===== src/rtl/baud_pkg.sv =====
package baud_pkg;

  // register byte addresses on the apb bus
  localparam logic [7:0] DIV_LOW_ADDR = 8'h00;
  localparam logic [7:0] DIV_HIGH_ADDR = 8'h04;
  localparam logic [7:0] TX_STAT_CTRL_ADDR = 8'h08;
  localparam logic [7:0] BAUD_CTRL_ADDR = 8'h0c;
  localparam logic [7:0] COUNT_STATUS_ADDR = 8'h10;

  // field positions
  localparam int SYNC_SELECT_BIT = 4;
  localparam int HIGH_SPEED_SELECT_BIT = 2;
  localparam int WIDE_DIVISOR_SELECT_BIT = 3;

  // reset values
  localparam logic [7:0] DIV_LOW_RESET = 8'h00;
  localparam logic [7:0] DIV_HIGH_RESET = 8'h00;
  localparam logic CTRL_BIT_RESET = 1'b0;

  // prescale ratios ahead of the divisor counter
  localparam int unsigned PRE_4 = 4;
  localparam int unsigned PRE_16 = 16;
  localparam int unsigned PRE_64 = 64;

  typedef enum logic [1:0] {
    RATIO_4 = 2'b00,
    RATIO_16 = 2'b01,
    RATIO_64 = 2'b10
  } ratio_e;

endpackage : baud_pkg


===== src/rtl/prescale_if.sv =====
interface prescale_if;
  logic restart;
  baud_pkg::ratio_e ratio;
  logic tick;

  modport ctrl (output restart, output ratio, input tick);
  modport presc (input restart, input ratio, output tick);
endinterface : prescale_if


===== src/rtl/baud_prescaler.sv =====
module baud_prescaler #(
  parameter int unsigned MAX_RATIO = 64
) (
  // clock and reset
  input wire logic pclk,
  input wire logic presetn,
  // control from the divisor counter
  prescale_if.presc pre
);

  localparam int CW = $clog2(MAX_RATIO);

  if (MAX_RATIO < baud_pkg::PRE_64) begin : g_check
    $error("prescaler cannot reach the largest ratio");
  end

  logic [CW-1:0] cnt_reg;
  logic [CW-1:0] last;
  logic tick_reg;

  always_comb begin
    case (pre.ratio)
      baud_pkg::RATIO_4: last = CW'(baud_pkg::PRE_4 - 1);
      baud_pkg::RATIO_16: last = CW'(baud_pkg::PRE_16 - 1);
      default: last = CW'(baud_pkg::PRE_64 - 1);
    endcase
  end

  // a restart clears the phase so the first tick is one full ratio away
  always_ff @(posedge pclk or negedge presetn) begin
    if (!presetn) begin
      cnt_reg <= '0;
      tick_reg <= 1'b0;
    end else if (pre.restart) begin
      cnt_reg <= '0;
      tick_reg <= 1'b0;
    end else if (cnt_reg >= last) begin
      cnt_reg <= '0;
      tick_reg <= 1'b1;
    end else begin
      cnt_reg <= cnt_reg + CW'(1);
      tick_reg <= 1'b0;
    end
  end

  assign pre.tick = tick_reg;

endmodule : baud_prescaler


===== src/rtl/baud_rate_generator.sv =====
// Summary of operation
// - high divisor byte: bits 15:8, rw, reset zero
// - high byte ignored unless wide divisor select
// - high byte write restarts the counter
// - divisor is high byte above low byte
// - async, narrow, low speed: divide 64(n+1)
// - async, wide, low speed: divide 16(n+1)
// - sync mode: divide 4(n+1), speed ignored
// - unimplemented control bits read as zero
// - wide select set picks 16-bit divisor
// - speed select only matters when asynchronous
// - sync select set means synchronous mode
// - low byte write restarts the counter
//
// The address map and the APB slave port are this design's own decisions.
module baud_rate_generator #(
  parameter int unsigned DIV_WIDTH = 16,
  parameter int unsigned ADDR_WIDTH = 8
) (
  // clock and reset
  input wire logic pclk,
  input wire logic presetn,
  // apb slave
  input wire logic psel,
  input wire logic penable,
  input wire logic pwrite,
  input wire logic [ADDR_WIDTH-1:0] paddr,
  input wire logic [31:0] pwdata,
  output logic [31:0] prdata,
  output logic pready,
  output logic pslverr,
  // bit timing
  output logic bit_tick,
  output logic sync_mode
);

  if (DIV_WIDTH != 16 || ADDR_WIDTH < 8) begin : g_check
    $error("divisor must be 16 bits and address at least 8 bits");
  end

  logic [7:0] div_low_reg;
  logic [7:0] div_high_reg;
  logic sync_select_reg;
  logic high_speed_select_reg;
  logic wide_divisor_select_reg;
  logic [DIV_WIDTH-1:0] count_reg;
  logic restart_reg;
  logic bit_tick_reg;
  logic sync_mode_reg;
  logic [31:0] prdata_reg;
  logic pready_reg;
  logic pslverr_reg;

  logic [DIV_WIDTH-1:0] n_value;
  logic [7:0] addr8;
  logic setup_phase;
  logic access_done;
  logic wr_low;
  logic wr_high;
  logic wr_tsc;
  logic wr_bc;
  logic [31:0] rdata_next;
  logic err_next;
  baud_pkg::ratio_e ratio_sel;

  prescale_if pre ();

  baud_prescaler #(
    .MAX_RATIO(baud_pkg::PRE_64)
  ) u_prescaler (
    .pclk(pclk),
    .presetn(presetn),
    .pre(pre)
  );

  // bus decode; upper address bits must be zero for a hit
  assign addr8 = paddr[7:0];
  assign setup_phase = psel && !penable;
  assign access_done = psel && penable && pready_reg;
  assign wr_low = access_done && pwrite && !pslverr_reg
                  && addr8 == baud_pkg::DIV_LOW_ADDR;
  assign wr_high = access_done && pwrite && !pslverr_reg
                   && addr8 == baud_pkg::DIV_HIGH_ADDR;
  assign wr_tsc = access_done && pwrite && !pslverr_reg
                  && addr8 == baud_pkg::TX_STAT_CTRL_ADDR;
  assign wr_bc = access_done && pwrite && !pslverr_reg
                 && addr8 == baud_pkg::BAUD_CTRL_ADDR;

  // narrow mode ignores the high byte entirely
  assign n_value = wide_divisor_select_reg ?
                   {div_high_reg, div_low_reg} :
                   {8'h00, div_low_reg};

  // prescale choice; speed select is only looked at when asynchronous
  always_comb begin
    if (sync_select_reg) begin
      ratio_sel = baud_pkg::RATIO_4;
    end else if (!wide_divisor_select_reg && !high_speed_select_reg) begin
      ratio_sel = baud_pkg::RATIO_64;
    end else if (wide_divisor_select_reg && high_speed_select_reg) begin
      ratio_sel = baud_pkg::RATIO_4;
    end else begin
      ratio_sel = baud_pkg::RATIO_16;
    end
  end

  assign pre.ratio = ratio_sel;
  assign pre.restart = restart_reg;

  // read data is built in the setup cycle so prdata is a flop output
  always_comb begin
    rdata_next = 32'h0000_0000;
    err_next = 1'b0;
    if (paddr[ADDR_WIDTH-1:0] != ADDR_WIDTH'(addr8)) begin
      err_next = 1'b1;
    end else if (addr8 == baud_pkg::DIV_LOW_ADDR) begin
      rdata_next[7:0] = div_low_reg;
    end else if (addr8 == baud_pkg::DIV_HIGH_ADDR) begin
      rdata_next[7:0] = div_high_reg;
    end else if (addr8 == baud_pkg::TX_STAT_CTRL_ADDR) begin
      // only the two bits kept here exist; the rest read zero
      rdata_next[baud_pkg::SYNC_SELECT_BIT] = sync_select_reg;
      rdata_next[baud_pkg::HIGH_SPEED_SELECT_BIT] = high_speed_select_reg;
    end else if (addr8 == baud_pkg::BAUD_CTRL_ADDR) begin
      rdata_next[baud_pkg::WIDE_DIVISOR_SELECT_BIT] =
        wide_divisor_select_reg;
    end else if (addr8 == baud_pkg::COUNT_STATUS_ADDR) begin
      rdata_next[DIV_WIDTH-1:0] = count_reg;
    end else begin
      err_next = 1'b1;
    end
  end

  // one access cycle per transfer: ready follows the setup cycle
  always_ff @(posedge pclk or negedge presetn) begin
    if (!presetn) begin
      prdata_reg <= 32'h0000_0000;
      pready_reg <= 1'b0;
      pslverr_reg <= 1'b0;
    end else if (setup_phase) begin
      prdata_reg <= pwrite ? 32'h0000_0000 : rdata_next;
      pready_reg <= 1'b1;
      pslverr_reg <= err_next;
    end else begin
      prdata_reg <= 32'h0000_0000;
      pready_reg <= 1'b0;
      pslverr_reg <= 1'b0;
    end
  end

  always_ff @(posedge pclk or negedge presetn) begin
    if (!presetn) begin
      div_low_reg <= baud_pkg::DIV_LOW_RESET;
      div_high_reg <= baud_pkg::DIV_HIGH_RESET;
    end else begin
      if (wr_low) begin
        div_low_reg <= pwdata[7:0];
      end
      if (wr_high) begin
        div_high_reg <= pwdata[7:0];
      end
    end
  end

  always_ff @(posedge pclk or negedge presetn) begin
    if (!presetn) begin
      sync_select_reg <= baud_pkg::CTRL_BIT_RESET;
      high_speed_select_reg <= baud_pkg::CTRL_BIT_RESET;
      wide_divisor_select_reg <= baud_pkg::CTRL_BIT_RESET;
    end else begin
      if (wr_tsc) begin
        sync_select_reg <= pwdata[baud_pkg::SYNC_SELECT_BIT];
        high_speed_select_reg <= pwdata[baud_pkg::HIGH_SPEED_SELECT_BIT];
      end
      if (wr_bc) begin
        wide_divisor_select_reg <=
          pwdata[baud_pkg::WIDE_DIVISOR_SELECT_BIT];
      end
    end
  end

  // the restart is delayed a cycle so the new byte is already stored
  always_ff @(posedge pclk or negedge presetn) begin
    if (!presetn) begin
      restart_reg <= 1'b0;
    end else begin
      restart_reg <= wr_low || wr_high;
    end
  end

  // mode changes do not restart; the new ratio applies from the next tick
  always_ff @(posedge pclk or negedge presetn) begin
    if (!presetn) begin
      count_reg <= '0;
      bit_tick_reg <= 1'b0;
    end else if (restart_reg) begin
      count_reg <= n_value;
      bit_tick_reg <= 1'b0;
    end else if (pre.tick) begin
      if (count_reg == '0) begin
        count_reg <= n_value;
        bit_tick_reg <= 1'b1;
      end else begin
        count_reg <= count_reg - DIV_WIDTH'(1);
        bit_tick_reg <= 1'b0;
      end
    end else begin
      bit_tick_reg <= 1'b0;
    end
  end

  always_ff @(posedge pclk or negedge presetn) begin
    if (!presetn) begin
      sync_mode_reg <= 1'b0;
    end else begin
      sync_mode_reg <= sync_select_reg;
    end
  end

  assign prdata = prdata_reg;
  assign pready = pready_reg;
  assign pslverr = pslverr_reg;
  assign bit_tick = bit_tick_reg;
  assign sync_mode = sync_mode_reg;
endmodule : baud_rate_generator


===== config.mk =====
export PLATFORM = sky130hd
export DESIGN_NAME = baud_rate_generator
export DESIGN_NICKNAME = d
export VERILOG_FILES = /design/src/rtl/baud_pkg.sv /design/src/rtl/prescale_if.sv /design/src/rtl/baud_prescaler.sv /design/src/rtl/baud_rate_generator.sv
export SDC_FILE = /design/constraint.sdc
export NUM_CORES = 1
export LEC_CHECK = 0
export ABC_CLOCK_PERIOD_IN_PS = 2530
export BUFFER_PORTS_ARGS = -buffer_cell sky130_fd_sc_hd__buf_2
export CAP_MARGIN = 20
export CELL_PAD_IN_SITES_DETAIL_PLACEMENT = 0
export CELL_PAD_IN_SITES_GLOBAL_PLACEMENT = 1
export CORE_ASPECT_RATIO = 0.8
export CORE_UTILIZATION = 43
export CTS_BUF_LIST = sky130_fd_sc_hd__clkbuf_2
export DETAILED_ROUTE_END_ITERATION = 8
export PLACE_DENSITY_LB_ADDON = 0.1
export SLEW_MARGIN = 20
export SYNTH_ARGS = -nofsm -noshare
export SYNTH_HDL_FRONTEND = slang
export SYNTH_SLANG_ARGS = --single-unit

===== constraint.sdc =====
create_clock -name pclk -period 2.53 [get_ports pclk]
set_clock_uncertainty 0.05 [all_clocks]
set_input_delay 0.506 -clock pclk [delete_from_list [all_inputs] [get_ports pclk]]
set_output_delay 0.506 -clock pclk [all_outputs]
set_load 0.05 [all_outputs]

==> flow_summary.rst <==
.. list-table::
   :header-rows: 1

   * - Metric
     - Value
   * - Initial core utilization
     - 45.0%
   * - CTS tree
     - yes
   * - P_int
     - 1.94 mW
   * - Number of rows in the core area
     - 28
   * - Die outline height
     - 81.4 um
   * - Mapped Cells
     - 324
   * - Leakage power summed over all cells
     - 1.87 nW
   * - Tcrit/Tclk final
     - 91.2%
   * - Setup fix buffers added after clock tree synthesis
     - 0
   * - Final Critical Period
     - 2.31 ns
   * - Vias
     - 2667
   * - Final core utilization
     - 50.7%
   * - Maximum number of buffers from clock root to sink
     - 2
   * - DR pass1 iterations
     - 4
   * - TritonCTS Buffers
     - 9
   * - Data required time of the worst path
     - 2.92 ns
   * - RD Place Congestion
     - 0.881
   * - Number of endpoints with negative hold slack in the final report
     - 0
   * - Most instantiated library cell after synthesis
     - sky130_fd_sc_hd__dfrtp_1
   * - Leading post-synthesis cells by instance count
     - 63 x sky130_fd_sc_hd__dfrtp_1, 32 x sky130_fd_sc_hd__nor2_1, 19 x sky130_fd_sc_hd__mux2_2, 18 x sky130_fd_sc_hd__buf_4
   * - Tightest hold margin
     - 0.167 ns
   * - Core Region
     - 7530 um^2
   * - Die ar.
     - 8250 um^2
   * - Total overflow reported by the global router
     - 0
   * - Cell family with the largest share of critical-path delay
     - simple AND/OR/NAND/NOR gates
   * - Clk pwr share
     - 17.3%
   * - Critical path cell sequence
     - inv_1 > ha_1 > nor4b_2 > nand3_1 > o31ai_4 > a311o_1
   * - Sink Count
     - 63
   * - Number of antenna diodes
     - 0
   * - Hold Crit Class
     - in2reg
   * - Dominant synthesized flop cell
     - sky130_fd_sc_hd__dfrtp_1
   * - Width of the chip
     - 101 um
   * - Number of enable flip-flop cells after synthesis
     - 0
   * - Cell type with the largest total area after synthesis
     - sky130_fd_sc_hd__dfrtp_1
   * - Largest net degree at the start of global routing
     - 25
   * - Dpl hpwl
     - 6.00 mm
   * - Share of total power in combinational logic
     - 44.2%
   * - Final nets
     - 427
   * - Result of the run
     - completed
   * - Register area share after synthesis
     - 46.5%
   * - P per Cell Area
     - 894 nW/um^2
   * - Total of max-cap violations
     - 0
   * - Fraction of power spent switching nets
     - 43.1%
   * - Critical Setup Path Class
     - reg2reg
   * - Post-Route WL
     - 8.08 mm
   * - Clock Latency Late Sink
     - 0.51 ns
   * - Initial antenna violation count
     - 0
   * - Cell chosen for the clock root
     - sky130_fd_sc_hd__clkbuf_2
   * - Initial detailed-routing violation count
     - 147
   * - Largest fanout on the critical path
     - 7
   * - Io pins
     - 81
   * - Post-Route Setup TNS
     - 0 ns
   * - Routed len/inst
     - 16.7 um
   * - Top-area cell type share of the netlist area
     - 46.5%
   * - Number of levels the H-tree was split into
     - 3
   * - Peak clock frequency supported by timing
     - 433 MHz
   * - Proportion of synthesized flip-flops having asynchronous set or reset
     - 100%
   * - Crit path DAT
     - 2.70 ns
   * - Residual DRC count
     - 0
   * - Number of buffers and inverters on the critical path
     - 1
   * - Number of distinct library cell variants in the gate-level netlist after synthesis
     - 63
   * - Post-Syn Area per Cell
     - 10.5 um^2
   * - Non-filler instance count after layout
     - 485
   * - Number of warning messages in the yosys log
     - 0
   * - Cell area after synthesis
     - 3390 um^2
   * - Worst vdd rail ir drop
     - 0.363 mV
   * - Layout cells sized above 1
     - 28.9%
   * - Sequential share of power
     - 38.5%
   * - Vias per inst
     - 5.50
   * - GRT Util Overall
     - 21.5%
   * - Placed Cells incl. Taps
     - 469
   * - Element type at the critical path start
     - flip-flop
   * - Clock transition at the register clock pins on the worst setup and hold paths after CTS
     - 0.19 ns
   * - Endpoints failing setup
     - 0
   * - Area growth from synthesis to layout
     - 12.7%
   * - Unrepaired setup endpoints after global routing
     - false
   * - Wire length of the first global-routing pass
     - 13.2 mm
   * - Synth top area cells
     - sky130_fd_sc_hd__dfrtp_1 46%, sky130_fd_sc_hd__mux2_2 6.3%, sky130_fd_sc_hd__buf_4 4.0%
   * - Via count of the first global-routing pass
     - 2511
   * - Count of buffers inserted at the top-level ports
     - 40
   * - Max-slew violation count
     - 0
   * - Delay of the slowest cell on the worst path
     - 0.49 ns
   * - Worst slew margin
     - 64.4%
   * - Actual transition at the worst max-transition pin
     - 0.534 ns
   * - Post-route ant nets
     - 0
   * - Kind of end point of the critical path
     - flip-flop
   * - Number of synthesized register bits
     - 63
   * - Net switching power figure
     - 1.47 mW
   * - Slowest cell on the critical path
     - sky130_fd_sc_hd__dfrtp_1
## cell type report
| cell class | count | area (um^2) |
|---|---|---|
| multi-input cells | 234 | 1640 |
| clock buffers | 9 | 45.0 |
| repair buffers | 56 | 323 |
| fillers | 736 | 3710 |
| well taps | 105 | 131 |
| clock inverters | 6 | 62.6 |
| flip-flops and latches | 63 | 1580 |
| inverters | 12 | 45.0 |
## power by group through the flow
stage          logic, mW  clock network [mW]  registers, mW
5_1_grt             1.67               0.654           1.34
3_3_place_gp        1.48                   0           1.33
6_report            1.51               0.591           1.32
2_1_floorplan       1.10                   0           1.28
3_5_place_dp        1.48                   0           1.33
4_1_cts             1.49               0.616           1.32
## routing by layer
metal	wire [um]	vias to the layer above	share of wire (%)	GRT usage, %
met5	0	-	0	0
met4	51	0	0.63	7.39
met3	425	7	5.3	4.77
met2	3660	75	45	31.8
met1	3940	1326	49	31.1
li1	-	1259	-	-
## cell usage in the layout, fill, tap and decap left out, types with 2 or more instances in the layout
cell type                    instances
sky130_fd_sc_hd__xnor2_1             3
sky130_fd_sc_hd__nand2_1            13
sky130_fd_sc_hd__or4_4               2
sky130_fd_sc_hd__a211oi_1            2
sky130_fd_sc_hd__and2_1              8
sky130_fd_sc_hd__clkinvlp_4          3
sky130_fd_sc_hd__o21ai_0             8
sky130_fd_sc_hd__dfrtp_1            63
sky130_fd_sc_hd__mux2i_1             5
sky130_fd_sc_hd__o311ai_0            2
sky130_fd_sc_hd__nand2b_1            6
sky130_fd_sc_hd__ha_1                6
sky130_fd_sc_hd__buf_2              40
sky130_fd_sc_hd__and3_1              8
sky130_fd_sc_hd__nor3b_1             2
sky130_fd_sc_hd__or3_1               5
sky130_fd_sc_hd__buf_4              15
sky130_fd_sc_hd__clkinv_2            2
sky130_fd_sc_hd__a21o_1              2
sky130_fd_sc_hd__and4_1              2
sky130_fd_sc_hd__nand3_1             4
sky130_fd_sc_hd__a221oi_1            5
sky130_fd_sc_hd__nor4_1              5
sky130_fd_sc_hd__nand4_1             8
sky130_fd_sc_hd__nor3_1             13
sky130_fd_sc_hd__o211ai_1            4
sky130_fd_sc_hd__o221a_2             5
sky130_fd_sc_hd__inv_1              12
sky130_fd_sc_hd__conb_1             16
sky130_fd_sc_hd__nor4_2              2
sky130_fd_sc_hd__a21oi_1            11
sky130_fd_sc_hd__nor2_1             31
sky130_fd_sc_hd__nor2b_1             5
sky130_fd_sc_hd__xor2_1              2
sky130_fd_sc_hd__mux2_2             19
sky130_fd_sc_hd__a311o_1             2
sky130_fd_sc_hd__clkbuf_2            9
sky130_fd_sc_hd__a22oi_1             2
sky130_fd_sc_hd__nor2_2              2
## final timing paths
kind	from	slack (ns)	cells after the start	endpoint
worst max-delay path	count_reg[0]	0.22	6	count_reg[10]
worst min-delay path	pwdata[7]	0.17	2	div_high_reg[7]
worst max register to register	count_reg[0]	0.22	6	count_reg[10]
worst min register to register	u_prescaler.cnt_reg[0]	0.43	1	u_prescaler.cnt_reg[0]
max in group asynchronous	presetn	1.27	3	prdata[1]
min in group asynchronous	presetn	0.42	2	count_reg[5]
## timing repair
item                                    in CTS  in global routing
hold buffers                                 1                  0
hold endpoints to repair                    21                  0
endpoints found under the setup margin       0                  1
gates resized for setup                      0                  1
## worst register-to-register path, stage by stage (launching register included)
cell,delay [ns]
sky130_fd_sc_hd__dfrtp_1,0.49
sky130_fd_sc_hd__inv_1,0.13
sky130_fd_sc_hd__ha_1,0.15
sky130_fd_sc_hd__nor4b_2,0.36
sky130_fd_sc_hd__nand3_1,0.37
sky130_fd_sc_hd__o31ai_4,0.47
sky130_fd_sc_hd__a311o_1,0.23
## cell families (layout without fill, tap and decap cells)
group                      after synthesis  after routing  synth area share [%]
and+or+nand+nor                        126            126                  21.5
DFF                                     63             63                  46.5
AOI/OAI and AO/OA                       56             56                  13.2
buffers and inverters                   42             83                  6.97
muxes                                   25             25                  8.23
adders and majority gates                6              6                  2.21
xor gates and xnor gates                 5              5                  1.29
other                                    1             16                 0.111
## per-stage QoR
step / power, mW / worst slack, ns / area (um^2)
floorplan: 2.38 / 0.538 / 3450
global placement: 2.81 / 0.194 / 3700
detailed placement: 2.81 / 0.223 / 3700
CTS: 3.42 / 0.233 / 3820
global route: 3.67 / 0.00688 / 3820
finish: 3.42 / 0.222 / 3820
Power figures use the tool's default switching activity.
